## src/common/error_flag_regs.svh

```systemverilog
// Constants for the error-flag reporting block: widths, bit positions, reset values, codes.
// Assumes inclusion by bare name from the package and the design modules.
`ifndef ERROR_FLAG_REGS_SVH
`define ERROR_FLAG_REGS_SVH

`define FLAG_WIDTH 15
`define AUX_WIDTH 16
`define IDX_WIDTH 4
`define SUM_WIDTH 16
`define CODE_WIDTH 9
`define FLAG_RESET 15'h0000
`define AUX_RESET 16'h0000
`define MASK_RESET 15'h7fff
`define AUX_SUMMARY_BIT 0
`define STATUS_ERR_BIT 5
`define FLAG_CODE_BASE 9'h064
`define AUX_CODE_BASE 9'h0c8
`define NO_ERROR_CODE 9'h000
`define MAX_TEXT_LEN 8'hff

`endif

```

## src/common/error_flag_pkg.sv

```systemverilog
// Types shared by the error-flag reporting block.
// Assumes the constants header sits in the include path.
`include "error_flag_regs.svh"

package error_flag_pkg;

    // Which query the controller issues
    typedef enum logic [2:0] {
        QRY_IDLE = 3'b001,
        QRY_SUMMARY = 3'b010,
        QRY_TEXT = 3'b100
    } query_t;

    // Answer to a text query
    typedef struct packed {
        logic fromAux;
        logic [`CODE_WIDTH-1:0] code;
        logic [`IDX_WIDTH-1:0] bitIndex;
    } text_answer_t;

    // Answer to a summary query
    typedef struct packed {
        logic [`SUM_WIDTH-1:0] weightedSum;
    } summary_answer_t;

endpackage

```

## src/core/error_flag_reporting.sv

```systemverilog
// Error-flag register, auxiliary error register and the two drain queries.
// Auxiliary leftovers survive a summary query and stay readable by text query.
// Assumes error and query strobes are one-cycle pulses from logic on clk;
// fault mask writes come from the command decoder on the same clock.
`timescale 1ns/100ps
`default_nettype none
`include "error_flag_regs.svh"

module error_flag_reporting (
    // Clock and reset
    input wire logic clk,
    input wire logic rst_n,
    // Error events, one bit per class
    input wire logic [`FLAG_WIDTH-1:0] flagEvent,
    input wire logic [`AUX_WIDTH-1:0] auxEvent,
    // Fault enable mask write
    input wire logic maskWrite,
    input wire logic [`FLAG_WIDTH-1:0] maskData,
    // Queries
    input wire error_flag_pkg::query_t query,
    // Answers
    output error_flag_pkg::summary_answer_t summaryAnswer,
    output error_flag_pkg::text_answer_t textAnswer,
    output logic summaryValid,
    output logic textValid,
    output logic [7:0] textMaxLen,
    // State visible to the rest of the instrument
    output logic [`FLAG_WIDTH-1:0] errorFlags,
    output logic [`AUX_WIDTH-1:0] auxFlags,
    output logic [`FLAG_WIDTH-1:0] faultEnableMask,
    output logic statusErrBit,
    output logic errLamp
);
    import error_flag_pkg::*;

    // Reset synchroniser; only rstSync feeds the design
    logic rstMeta;
    logic rstSync;

    // Error-flag register: one sticky bit per error class
    logic [`FLAG_WIDTH-1:0] flag_reg;
    logic [`FLAG_WIDTH-1:0] flag_next;
    // Auxiliary detail register, summarised by flag bit 0
    logic [`AUX_WIDTH-1:0] aux_reg;
    logic [`AUX_WIDTH-1:0] aux_next;
    // Fault enable mask; gates the status bit only
    logic [`FLAG_WIDTH-1:0] mask_reg;
    logic [`FLAG_WIDTH-1:0] mask_next;
    // Error summary bit of the status register
    logic status_reg;
    logic status_next;
    // Registered answers and their one-cycle valid pulses
    summary_answer_t sum_reg;
    summary_answer_t sum_next;
    text_answer_t text_reg;
    text_answer_t text_next;
    logic sumValid_reg;
    logic sumValid_next;
    logic textValid_reg;
    logic textValid_next;
    // Front-panel error indicator, kept in a flop so no logic sits on the pin
    logic lamp_reg;
    logic lamp_next;
    // String length limit handed to the text formatter
    logic [7:0] lenLimit_reg;
    logic [7:0] lenLimit_next;

    // Clear requests raised by the queries, one bit per register bit
    logic [`FLAG_WIDTH-1:0] flagClr;
    logic [`AUX_WIDTH-1:0] auxClr;
    // New errors that the mask lets through to the status bit
    logic [`FLAG_WIDTH-1:0] enabledNew;
    // Decoded query strobes
    logic isSummary;
    logic isText;

    // Priority encoder results
    logic auxFound;
    logic [3:0] auxIdx;
    logic flagFound;
    logic [3:0] flagIdx;

    // Weighted sum of set bits; bit i already weighs 2**i
    function automatic logic [`SUM_WIDTH-1:0] weigh(input logic [`FLAG_WIDTH-1:0] f);
        weigh = {1'b0, f};
    endfunction

    // Query decode for the status group strobes; the answer group cases on query itself
    function automatic logic queryIs(input query_t q, input query_t want);
        queryIs = (q == want);
    endfunction

    // Release reset through two flops, assert asynchronously
    always_ff @(posedge clk or negedge rst_n) begin
        if (!rst_n) begin
            rstMeta <= 1'b0;
            rstSync <= 1'b0;
        end else begin
            rstMeta <= 1'b1;
            rstSync <= rstMeta;
        end
    end

    // Lowest pending auxiliary bit
    lowest_set_finder #(.WIDTH(`AUX_WIDTH)) auxFinder (
        .vec(aux_reg),
        .found(auxFound),
        .index(auxIdx)
    );

    // Lowest pending flag bit; bit 0 alone reports as a plain hardware fault
    lowest_set_finder #(.WIDTH(`FLAG_WIDTH)) flagFinder (
        .vec(flag_reg),
        .found(flagFound),
        .index(flagIdx)
    );

    // Query decode; one strobe per kind of query
    always_comb begin
        isSummary = queryIs(query, QRY_SUMMARY);
        isText = queryIs(query, QRY_TEXT);
    end

    // Answer group: capture the answer and raise the clear requests
    // Both answers are registered, so the host sees them one cycle after the query
    always_comb begin
        flagClr = '0;
        auxClr = '0;
        sum_next = sum_reg;
        text_next = text_reg;
        sumValid_next = 1'b0;
        textValid_next = 1'b0;
        unique case (query)
            QRY_IDLE: begin
                // Nothing asked; answers hold
            end
            QRY_SUMMARY: begin
                // Sum is taken before the clear lands, so it shows what was pending
                sum_next.weightedSum = weigh(flag_reg);
                flagClr = '1;
                sumValid_next = 1'b1;
            end
            QRY_TEXT: begin
                textValid_next = 1'b1;
                if (auxFound) begin
                    // Auxiliary detail first whenever any is pending
                    text_next.fromAux = 1'b1;
                    text_next.bitIndex = auxIdx;
                    text_next.code = `AUX_CODE_BASE + `CODE_WIDTH'(auxIdx);
                    auxClr[auxIdx] = 1'b1;
                    // Last detail bit read: the summary bit goes with it
                    if ((aux_reg & ~auxClr) == '0) begin
                        flagClr[`AUX_SUMMARY_BIT] = 1'b1;
                    end
                end else if (flagFound) begin
                    // Flag bits only once no detail is left
                    text_next.fromAux = 1'b0;
                    text_next.bitIndex = flagIdx;
                    text_next.code = `FLAG_CODE_BASE + `CODE_WIDTH'(flagIdx);
                    flagClr[flagIdx] = 1'b1;
                end else begin
                    // Both registers empty: the no-error answer
                    text_next.fromAux = 1'b0;
                    text_next.bitIndex = 4'h0;
                    text_next.code = `NO_ERROR_CODE;
                end
            end
            default: begin
                // Illegal query code ignored, nothing shown
            end
        endcase
    end

    // Flag group: set beats clear, and flags set whatever the mask says
    // A level held on an event input simply re-sets its bit every cycle
    always_comb begin
        aux_next = (aux_reg & ~auxClr) | auxEvent;
        flag_next = (flag_reg & ~flagClr) | flagEvent;
        // New detail raises the summary bit, even over a clear
        flag_next[`AUX_SUMMARY_BIT] = flag_next[`AUX_SUMMARY_BIT] | (|auxEvent);
        // Lamp follows the next flags so it lands together with them
        lamp_next = |flag_next;
    end

    // Mask group: loaded by the command decoder
    // A write landing with an event still gates that event with the old mask
    always_comb begin
        mask_next = maskWrite ? maskData : mask_reg;
    end

    // Status group: error summary bit of the status register
    // Clears are applied first and new enabled errors last, so a new error is never lost
    always_comb begin
        // Auxiliary events count under mask bit 0, like the class they detail
        enabledNew = (flagEvent | {{(`FLAG_WIDTH-1){1'b0}}, |auxEvent}) & mask_reg;
        status_next = status_reg;
        if (isSummary) begin
            // Summary query drops the bit outright
            status_next = 1'b0;
        end else if (isText && flag_next == '0 && aux_next == '0) begin
            // Text query drops it only once both registers are empty
            status_next = 1'b0;
        end
        if (|enabledNew) begin
            status_next = 1'b1;
        end
    end

    // Length limit group: a fixed figure, held in a flop like every other output
    always_comb begin
        lenLimit_next = `MAX_TEXT_LEN;
    end

    // Flag group registers
    // Reset runs off the synchronised copy, so its release is clean
    always_ff @(posedge clk or negedge rstSync) begin
        if (!rstSync) begin
            flag_reg <= `FLAG_RESET;
            aux_reg <= `AUX_RESET;
            lamp_reg <= 1'b0;
        end else begin
            flag_reg <= flag_next;
            aux_reg <= aux_next;
            lamp_reg <= lamp_next;
        end
    end

    // Answer group registers
    // Answers hold between queries; only the valid pulses drop
    always_ff @(posedge clk or negedge rstSync) begin
        if (!rstSync) begin
            sum_reg <= '0;
            text_reg <= '0;
            sumValid_reg <= 1'b0;
            textValid_reg <= 1'b0;
        end else begin
            sum_reg <= sum_next;
            text_reg <= text_next;
            sumValid_reg <= sumValid_next;
            textValid_reg <= textValid_next;
        end
    end

    // Mask group register; every class enabled after reset
    always_ff @(posedge clk or negedge rstSync) begin
        if (!rstSync) begin
            mask_reg <= `MASK_RESET;
        end else begin
            mask_reg <= mask_next;
        end
    end

    // Status group register
    always_ff @(posedge clk or negedge rstSync) begin
        if (!rstSync) begin
            status_reg <= 1'b0;
        end else begin
            status_reg <= status_next;
        end
    end

    // Length limit register
    always_ff @(posedge clk or negedge rstSync) begin
        if (!rstSync) begin
            lenLimit_reg <= `MAX_TEXT_LEN;
        end else begin
            lenLimit_reg <= lenLimit_next;
        end
    end

    // Outputs straight from flops
    // No gate sits between a register and its pin
    assign summaryAnswer = sum_reg;
    assign textAnswer = text_reg;
    assign summaryValid = sumValid_reg;
    assign textValid = textValid_reg;
    assign textMaxLen = lenLimit_reg;
    assign errorFlags = flag_reg;
    assign auxFlags = aux_reg;
    assign faultEnableMask = mask_reg;
    assign statusErrBit = status_reg;
    assign errLamp = lamp_reg;

endmodule

`default_nettype wire

```

## src/core/lowest_set_finder.sv

```systemverilog
// Priority encoder: finds the lowest set bit of a vector.
// Assumes a purely combinational use by the reporting core.
`timescale 1ns/100ps
`default_nettype none

module lowest_set_finder #(
    parameter int WIDTH = 16
) (
    // Vector under search
    input wire logic [WIDTH-1:0] vec,
    // Result
    output logic found,
    output logic [3:0] index
);

    // Scan from the top so the lowest set bit is written last and wins
    always_comb begin
        found = 1'b0;
        index = 4'h0;
        for (int i = WIDTH - 1; i >= 0; i--) begin
            if (vec[i]) begin
                found = 1'b1;
                index = 4'(i);
            end
        end
    end

endmodule

`default_nettype wire

```

## config.mk

```make
export PLATFORM = sky130hd
export DESIGN_NAME = error_flag_reporting
export DESIGN_NICKNAME = d
export VERILOG_FILES = /design/src/common/error_flag_pkg.sv /design/src/core/error_flag_reporting.sv /design/src/core/lowest_set_finder.sv
export VERILOG_INCLUDE_DIRS = /design/src /design/src/common
export SDC_FILE = /design/constraint.sdc
export NUM_CORES = 1
export LEC_CHECK = 0
export BUFFER_PORTS_ARGS = -buffer_cell sky130_fd_sc_hd__clkbuf_2
export CAP_MARGIN = 0
export CORE_ASPECT_RATIO = 0.8
export CORE_MARGIN = 4
export CORE_UTILIZATION = 51
export DETAILED_ROUTE_END_ITERATION = 7
export MAX_ROUTING_LAYER = met4
export PLACE_DENSITY = 0.81
export SLEW_MARGIN = 40
export SYNTH_ARGS = -nofsm -noshare
export SYNTH_HDL_FRONTEND = slang
export SYNTH_SLANG_ARGS = --single-unit
```

## constraint.sdc

```tcl
create_clock -name clk -period 3.1 [get_ports clk]
set_clock_uncertainty 0.15 [all_clocks]
set_input_delay 0.155 -clock clk [delete_from_list [all_inputs] [get_ports clk]]
set_output_delay 0.155 -clock clk [all_outputs]
set_load 0.1 [all_outputs]
```

==> results of run 1 <==
==> layout make-up <==
type | count | share of cell area (%)
Tap cell | 108 | 1.98
Multi-Input combinational cell | 328 | 34.2
Timing Repair Buffer | 310 | 31.1
Clock buffer | 9 | 1.82
Inverter | 14 | 0.807
Sequential cell | 77 | 29.1
Clock inverter | 7 | 0.953
==> cells by family after synthesis <==
group | count (synthesis) | share of synthesized area (%)
and+or+nand+nor | 199 | 25.5
AOI/OAI and AO/OA | 99 | 16.8
DFF | 77 | 46.4
buffers and inverters | 46 | 5.91
muxes | 15 | 4.03
adders and majority gates | 4 | 1.19
other | 2 | 0.179
==> layer usage <==
layer  global-route usage, %  vias up  part of all wire, %
li1                        -     2186                    -
met1                    49.9     2502                   38
met2                    55.8      448                   45
met3                    11.5       93                   13
met4                    10.8        0                  3.9
met5                       -        -                    0
==> power by group <==
group          total (uW)  internal, uW  switching (uW)  leakage [uW]
combinational         984           204             780       0.00221
sequential           1160          1090            70.2      0.000797
clock                 769           313             457     0.0000947
==> placed cells by master (no fill, tap or decap), types with 15 or more instances in the layout <==
| cell | n |
|---|---|
| dfrtp_2 | 31 |
| o21ai_0 | 19 |
| mux2_2 | 15 |
| dfrtp_1 | 30 |
| clkbuf_2 | 129 |
| buf_4 | 137 |
| nand2_1 | 75 |
| dfstp_2 | 15 |
| nor2_1 | 22 |
| dlygate4sd3_1 | 43 |
==> through the flow <==
stage               util [%]  area (sq um)
floorplan                  -          4320
global placement        73.0          5830
detailed placement      73.3          5850
CTS                     83.1          6630
global route            85.5          6820
finish                  85.5          6820
==> path summary, 6_finish.rpt <==
| check | start | end | cells past startpoint |
|---|---|---|---|
| worst max-delay path | auxFlags[11] | statusErrBit | 12 |
| worst min-delay path | auxEvent[9] | auxFlags[9] | 4 |
| worst max register to register | auxFlags[11] | statusErrBit | 12 |
| worst min register to register | rstSync | errorFlags[3] | 0 |
| max in group asynchronous | rstSync | faultEnableMask[9] | 1 |
| min in group asynchronous | rstSync | errorFlags[3] | 0 |
==> critical path, cell delays in order (launching register included) <==
cell and delay (ps):
dfrtp_2 470, buf_4 180, nor2_1 310, o31a_1 390, o32a_1 290, buf_4 160
nand2_1 60, buf_4 140, o21ai_0 200, o311a_1 210, a31oi_1 100, or4_4 580
a31o_1 200
==> what timing repair did <==
action / CTS / global route
resized for setup: 17 / 29
pin swaps: 9 / 10
endpoints found under the hold margin: 43 / 0
setup endpoints to repair: 2 / 2
hold buffers: 43 / 0
setup buffers: 7 / 8
==> results.tsv, run 1 <==
stage	metric	value	unit
cells_and_area	multi_input_area	2330	sq um
sta	final_hold_viol_count	0	
placed_design	port_buffers	129	
logic_synthesis	ys_top_cells_by_area	dfrtp_1 37%, dfstp_2 9.4%, nand2_1 6.8%	
sta	maxSlewViolCount	0	
logic_synthesis	synth_top_cell_area_share	37.0	%
logic_synthesis	syn_inst	442	
placed_design	gp_congestion	0.979	
floorplanning	start_util	52.5	%
clock_network	clock_latency	360	ps
global_routing	gr-total-overflow	0	
global_routing	grt_use_total	37.6	%
sta	period_needed	3550	ps
cells_and_area	n_antenna_cell	0	
placed_design	dp_worst_setup_slack	-245	ps
sta	final-setup-viol-count	2	
sta	tns	-729	ps
routing	wire_per_inst	22.3	um
worst_setup_path	cp_max_fo	4	
placed_design	dp_hpwl	12100	um
worst_setup_path	path_class	reg -> reg	
routing	drc_errors	0	
routing	totalWireLength	19000	um
cells_and_area	fillers	427	
floorplanning	ios	140	
floorplanning	std_cell_rows	29	
clock_network	htreeDepth	3	
cells_and_area	register_area	1990	sq um
power_and_ir_drop	power_density	427	nW/um^2
routing	firstDrtPassIters	8	
worst_setup_path	crit_required	3200	ps
logic_synthesis	avgSynthCellArea	9.49	sq um
logic_synthesis	ys_warn_count	0	
clock_network	clock_path_buffers	2	
floorplanning	coreArea	7980	sq um
clock_network	cts.sinks	77	
sta	postLayoutSetupSlackWorst	-450	ps
global_routing	antenna_found_initial	0	
power_and_ir_drop	p_leak	0.00311	uW
logic_synthesis	synth_edf_count	0	
cells_and_area	final_nets	796	
run_status	outcome	finished, violations left	
clock_network	cts_tree	done	
floorplanning	die_area	9750	sq um
sta	timing.fmax	0.282	GHz
cells_and_area	largest_reg_flops	16	
sta	rsz0062_at_grt	true	
sta	worstMarginPinSlew	847	ps
routing	num_vias	5229	
global_routing	grt_pass1_wl	26600	um
routing	drt_iter0_markers	650	
logic_synthesis	ys.flop_type	dfrtp_1	
floorplanning	die_x	109	um
logic_synthesis	synth_top_area_cell	dfrtp_1	
worst_setup_path	endpoint_kind	flop	
cells_and_area	area.growth.synth_to_final	62.7	%
sta	period_share	115	%
routing	vias_per_cell	6.13	
logic_synthesis	netlist_area	4190	sq um
clock_network	numCtsBuffers	9	
worst_setup_path	worstPathArrival	3650	ps
cells_and_area	drive_gt1_share	54.5	%
sta	relSlewSlack	42.1	%
logic_synthesis	synth_most_common_cell	nand2_1	
clock_network	cts.clk_slew.worst_paths	110	ps
worst_hold_path	hold_path_class	in -> reg	
worst_setup_path	r2r_setup_slack	-450	ps
global_routing	grt_max_degree	46	
job	maxCapViolations	0	
cells_and_area	fin_cells	853	
sta	hold_ws	82.3	ps
logic_synthesis	yosysUniqueCellTypes	66	
routing	postRouteAntennaNets	0	
clock_network	cts-root-buf	clkbuf_8	
power_and_ir_drop	peakVddDrop	0.405	mV
logic_synthesis	ys_seq_area_share	46.4	%
placed_design	placed_cells	779	
power_and_ir_drop	power.total	2920	uW
floorplanning	die_y	89.1	um
global_routing	grt_pass1_vias	4870	
logic_synthesis	synthArstFlopShare	100	%
logic_synthesis	synth_commonest_cells	76 x nand2_1, 62 x dfrtp_1, 24 x nor2_1	
run_status	violations	setup timing	
logic_synthesis	ys_ff_latch	77	
worst_setup_path	setup.worst_path.start_class	flop	
(Power assumes the default switching activity.)
==> run 2, diff against run 1 <==
- PLACE_DENSITY: 0.81 -> 0.83
==> run 2 against run 1 <==
- the run still ends with setup timing left
- design area is 0.26% higher
- non-clock buffer count is 4 higher
- critical endpoint unchanged
- largest cell class unchanged
- combinational power hardly changed
- core utilization is 0.22 points higher
- flip-flop and latch count stayed put
==> results.tsv, run 2 (synthesis gave the netlist of run 1 again) <==
stage	metric	value	unit	change
routing	postRouteAntennaNets	0		unchanged
power_and_ir_drop	p_leak	0.00314	uW	+0.94%
clock_network	clock_latency	370	ps	about the same
sta	final_hold_viol_count	0		unchanged
sta	period_share	111	%	-3.4 points
floorplanning	start_util	52.5	%	unchanged
power_and_ir_drop	power_density	423	nW/um^2	-0.89%
routing	wire_per_inst	21.6	um	-2.9%
clock_network	htreeDepth	3		unchanged
sta	worstMarginPinSlew	776	ps	-71.1 ps
global_routing	gr-total-overflow	0		unchanged
cells_and_area	layout_common_cells	141 x buf_4, 129 x clkbuf_2, 75 x nand2_1, 40 x dlygate4sd3_1, 31 x dfrtp_2		
cells_and_area	largest_reg_flops	16		unchanged
cells_and_area	final_common_cell	buf_4		
sta	relSlewSlack	46.9	%	+4.9 points
clock_network	cts_tree	done		
placed_design	port_buffers	129		unchanged
routing	drc_errors	0		unchanged
sta	tns	-523	ps	+206 ps
sta	period_needed	3450	ps	-104 ps
routing	highest_layer	met4		
routing	firstDrtPassIters	7		-1
global_routing	grt_pass1_vias	4869		-0.021%
global_routing	grt_max_degree	43		-6.5%
placed_design	dp_hpwl	12500	um	+3.7%
routing	drt_iter0_markers	581		-11%
floorplanning	die_x	109	um	unchanged
worst_hold_path	hold_path_class	in -> reg		
clock_network	cts-root-buf	clkbuf_8		
sta	postLayoutSetupSlackWorst	-346	ps	+104 ps
floorplanning	std_cell_rows	29		unchanged
cells_and_area	final_util	85.7	%	+0.22 points
power_and_ir_drop	power.total	2900	uW	-0.63%
routing	route.met3.wl	2600	um	+9.0%
sta	timing.fmax	0.290	GHz	+3.0%
floorplanning	coreArea	7980	sq um	unchanged
cells_and_area	final_nets	800		+0.50%
worst_setup_path	path_class	reg -> reg		
cells_and_area	n_antenna_cell	0		unchanged
worst_hold_path	holdPathStages	3		-1
worst_setup_path	worstPathArrival	3560	ps	-90 ps
routing	m1WireLength	6960	um	-4.5%
global_routing	grt_use_total	37.5	%	-0.068 points
floorplanning	die_area	9750	sq um	unchanged
sta	rsz0062_at_grt	true		
worst_setup_path	cp_max_fo	4		unchanged
global_routing	grt_pass1_wl	26700	um	+0.44%
routing	totalWireLength	18500	um	-2.4%
worst_setup_path	r2r_cells	10		-2
clock_network	clock_path_buffers	2		unchanged
cells_and_area	area.growth.synth_to_final	63.1	%	
cells_and_area	fillers	438		+2.6%
routing	met2WireLength	8190	um	-4.7%
floorplanning	die_y	89.1	um	unchanged
clock_network	cts.clk_slew.worst_paths	100	ps	about the same
worst_setup_path	crit_required	3210	ps	about the same
routing	vias_per_cell	6.07		-0.96%
routing	num_vias	5203		-0.50%
worst_setup_path	setup.worst_path.start_class	flop		
worst_setup_path	endpoint_kind	flop		
job	maxCapViolations	0		unchanged
cells_and_area	drive_gt1_share	54.7	%	+0.24 points
floorplanning	ios	140		unchanged
placed_design	gp_congestion	1.05		+6.8%
global_routing	antenna_found_initial	0		unchanged
run_status	outcome	finished, violations left		
clock_network	cts.sinks	77		unchanged
clock_network	numCtsBuffers	9		unchanged
sta	final-setup-viol-count	2		unchanged
power_and_ir_drop	peakVddDrop	0.377	mV	-6.9%
run_status	violations	setup timing		
sta	maxSlewViolCount	0		unchanged
run 2: cell types whose count changed in the layout (fill, tap and decap cells not counted), moves of 2 or more:
cell	change
buf_4	+4
buf_6	+3
ha_1	+2
dlygate4sd3_1	-3
nor4_2	-2
run 2: power by group:
group          internal [uW]  switching (uW)
registers               1090            73.2
clock network            311             440
logic                    205             776
total                   1610            1290
run 2: routing by layer:
| layer | vias up | global-route usage [%] |
|---|---|---|
| met5 | - | - |
| met4 | 0 | 9.51 |
| li1 | 2193 | - |
| met1 | 2452 | 49.5 |
| met3 | 100 | 13.4 |
| met2 | 458 | 55.3 |
run 2: per-stage QoR:
stage          instance area (sq um)  setup WS [ps]  instances  hold WS (ps)
2_1_floorplan                   4320           -237        451          -291
6_report                        6840           -346        857          10.9
5_1_grt                         6840           -439        857          4.60
4_1_cts                         6600           -131        848          8.35
3_5_place_dp                    5920           -249        788          -204
3_3_place_gp                    5900           -244        787          -210
run 2: final timing paths:
path                                from                   to  slack (ps)
max                        errorFlags[7]         statusErrBit        -350
min in group asynchronous        rstSync        errorFlags[4]         150
max reg2reg                errorFlags[7]         statusErrBit        -350
min reg2reg                      rstSync        errorFlags[4]         150
max in group asynchronous        rstSync  faultEnableMask[10]        2030
min                         auxEvent[13]         auxFlags[13]          10
run 2: worst max-delay path: stages, from the launching register on:
cell      delay, ps
dfrtp_2         480
buf_6           140
nor2_4          130
o21ai_2         110
a311oi_4        420
or3b_4          440
a311o_1         390
nor3_2          240
nand3_1         130
or4_4           540
a31o_1          190
run 2: cell type report:
class / instances / area [sq um] / area share (%)
Tap cell: 108 / 135 / 1.98
Inverter: 14 / 52.6 / 0.768
Timing Repair Buffer: 314 / 2160 / 31.5
Clock buffer: 9 / 124 / 1.81
Clock inverter: 7 / 63.8 / 0.933
Multi-Input combinational cell: 328 / 2320 / 33.9
Sequential cell: 77 / 1990 / 29.1
run 2: repair_timing:
| item | CTS | global route |
|---|---|---|
| resized for setup | 12 | 33 |
| hold buffers | 40 | 0 |
| pin swaps | 7 | 14 |
| setup endpoints to repair | 2 | 2 |
| gates cloned | 0 | 0 |
| buffers inserted | 4 | 9 |
| endpoints found under the hold margin | 40 | 0 |
==> run 3, diff against run 2 <==
- clock period: 3.1 -> 3.4 ns (I/O delays scaled with it)
==> run 3 against run 2 <==
- the run still ends with setup timing left
- core utilization shrank 8.7 points
- critical path depth is the same
- die area is the same
- design area shrank 10%
- critical endpoint unchanged
- sequential share of layout area grew 3.3 points
- global-route usage shrank 6.3 points
==> results.tsv, run 3 (synthesis gave the netlist of run 1 again) <==
stage	metric	value	unit	change
floorplanning	std_cell_rows	29		unchanged
placed_design	place_area	5230	sq um	-12%
routing	firstDrtPassIters	5		-2
cells_and_area	area.growth.synth_to_final	46.5	%	
floorplanning	die_area	9750	sq um	unchanged
floorplanning	ios	140		unchanged
cells_and_area	drive_gt1_share	46.5	%	-8.3 points
floorplanning	die_y	89.1	um	unchanged
routing	vias_per_cell	5.97		-1.6%
worst_setup_path	worstPathArrival	3510	ps	-50 ps
routing	num_vias	4629		-11%
power_and_ir_drop	power.total	2610	uW	-9.9%
sta	period_share	101	%	-11 points
floorplanning	die_x	109	um	unchanged
global_routing	grt_use_total	31.2	%	-6.3 points
cells_and_area	final_nets	718		-10%
cells_and_area	final_util	77.0	%	-8.7 points
clock_network	clock_latency	360	ps	about the same
worst_setup_path	slowest_stage	dfrtp_2		
sta	postLayoutSetupSlackWorst	-18.4	ps	+328 ps
sta	maxSlewViolCount	0		unchanged
worst_setup_path	setup.worst_path.start_class	flop		
worst_setup_path	endpoint_kind	flop		
sta	final_hold_viol_count	0		unchanged
cells_and_area	n_antenna_cell	0		unchanged
placed_design	gp_congestion	1.04		-0.70%
sta	worstMarginPinSlew	744	ps	-31.4 ps
cells_and_area	fillers	527		+20%
global_routing	antenna_found_initial	0		unchanged
worst_setup_path	path_cells	buf_4, nor2b_1, o31ai_1, a31oi_1, nor4b_2, nand2_1, a31o_2, or4_4, or4_4, a31o_1		
clock_network	cts_tree	done		
cells_and_area	final_common_cell	clkbuf_2		
sta	rsz0062_at_grt	true		
sta	final-setup-viol-count	1		-1
worst_setup_path	crit_family	simple AND/OR/NAND/NOR gates		
power_and_ir_drop	peakVddDrop	0.471	mV	+25%
worst_setup_path	cp_max_fo	8		+4
sta	relSlewSlack	49.1	%	+2.1 points
routing	totalWireLength	15100	um	-19%
clock_network	cts-root-buf	clkbuf_8		
placed_design	placed_cells	700		-11%
global_routing	gr-total-overflow	0		unchanged
power_and_ir_drop	p_leak	0.00270	uW	-14%
cells_and_area	final_area	6150	sq um	-10%
worst_setup_path	path_class	reg -> reg		
worst_setup_path	crit_required	3490	ps	+280 ps
floorplanning	start_util	52.5	%	unchanged
cells_and_area	fin_cells	775		-9.6%
clock_network	cts.sinks	77		unchanged
placed_design	dp_hpwl	10600	um	-15%
routing	drc_errors	0		unchanged
worst_hold_path	hold_path_class	in -> reg		
cells_and_area	register_area	1990	sq um	about the same
job	maxCapViolations	0		unchanged
clock_network	htreeDepth	3		unchanged
cells_and_area	largest_reg_flops	16		unchanged
global_routing	grt_pass1_vias	4356		-11%
placed_design	port_buffers	129		unchanged
routing	postRouteAntennaNets	0		unchanged
clock_network	clock_path_buffers	2		unchanged
global_routing	grt_max_degree	45		+4.7%
global_routing	grt_pass1_wl	22400	um	-16%
clock_network	numCtsBuffers	9		unchanged
worst_setup_path	max_stage_delay	510	ps	-30 ps
floorplanning	coreArea	7980	sq um	unchanged
worst_setup_path	crit_top_cell	or4_4		
sta	hold_ws	80.7	ps	+69.7 ps
routing	drt_iter0_markers	499		-14%
run_status	violations	setup timing		
sta	period_needed	3420	ps	-27.8 ps
power_and_ir_drop	power_density	425	nW/um^2	+0.30%
worst_setup_path	crit_buf_inv	1		unchanged
cells_and_area	multi_input_area	2220	sq um	-4.2%
sta	timing.fmax	0.293	GHz	+0.81%
run_status	outcome	finished, violations left		
routing	wire_per_inst	19.4	um	-10%
cells_and_area	layout_common_cells	129 x clkbuf_2, 76 x nand2_1, 56 x buf_4, 44 x dlygate4sd3_1, 31 x dfrtp_1		
clock_network	cts.clk_slew.worst_paths	90	ps	about the same
[run 3: final timing paths]
| kind | startpoint | slack (ps) | to | cells past startpoint |
|---|---|---|---|---|
| worst max-delay path | errorFlags[6] | -20 | statusErrBit | 10 |
| worst min-delay path | flagEvent[12] | 80 | errorFlags[12] | 2 |
| worst max register to register | errorFlags[6] | -20 | statusErrBit | 10 |
| worst min register to register | rstSync | 130 | errorFlags[2] | 0 |
| max in group asynchronous | rstSync | 2340 | faultEnableMask[10] | 1 |
| min in group asynchronous | rstSync | 130 | errorFlags[2] | 0 |
[run 3: area by class of cell]
class                           instances  area share [%]
Multi-Input combinational cell        329            36.2
Tap cell                              108            2.20
Clock inverter                          6           0.855
Timing Repair Buffer                  231            25.2
Clock buffer                           10            2.42
Inverter                               14           0.855
Sequential cell                        77            32.3
[run 3: timing repair]
| action | in CTS | in global routing |
|---|---|---|
| pin swaps | 1 | 11 |
| hold buffers | 44 | 0 |
| gates resized for setup | 1 | 27 |
| setup buffers | 5 | 9 |
| setup endpoints to repair | 1 | 2 |
| endpoints found under the hold margin | 44 | 0 |
| cloned | 0 | 1 |
[run 3: through the flow]
step                TNS, ps  worst slack [ps]
floorplan                 0              11.9
global placement      -10.4             -10.4
detailed placement    -71.8             -71.8
CTS                       0              12.9
global route           -108              -108
finish                -18.4             -18.4
[run 3: report_power, final]
| part | total [uW] | internal, uW | switching (uW) |
|---|---|---|---|
| registers | 1060 | 994 | 65.6 |
| clock network | 701 | 322 | 379 |
| logic | 848 | 166 | 683 |
[run 3: layer usage]
layer	GRT usage, %	wire, um
met1	42.9	6360
met2	45.2	6840
met3	7.73	1510
met4	10.5	349
met5	-	0
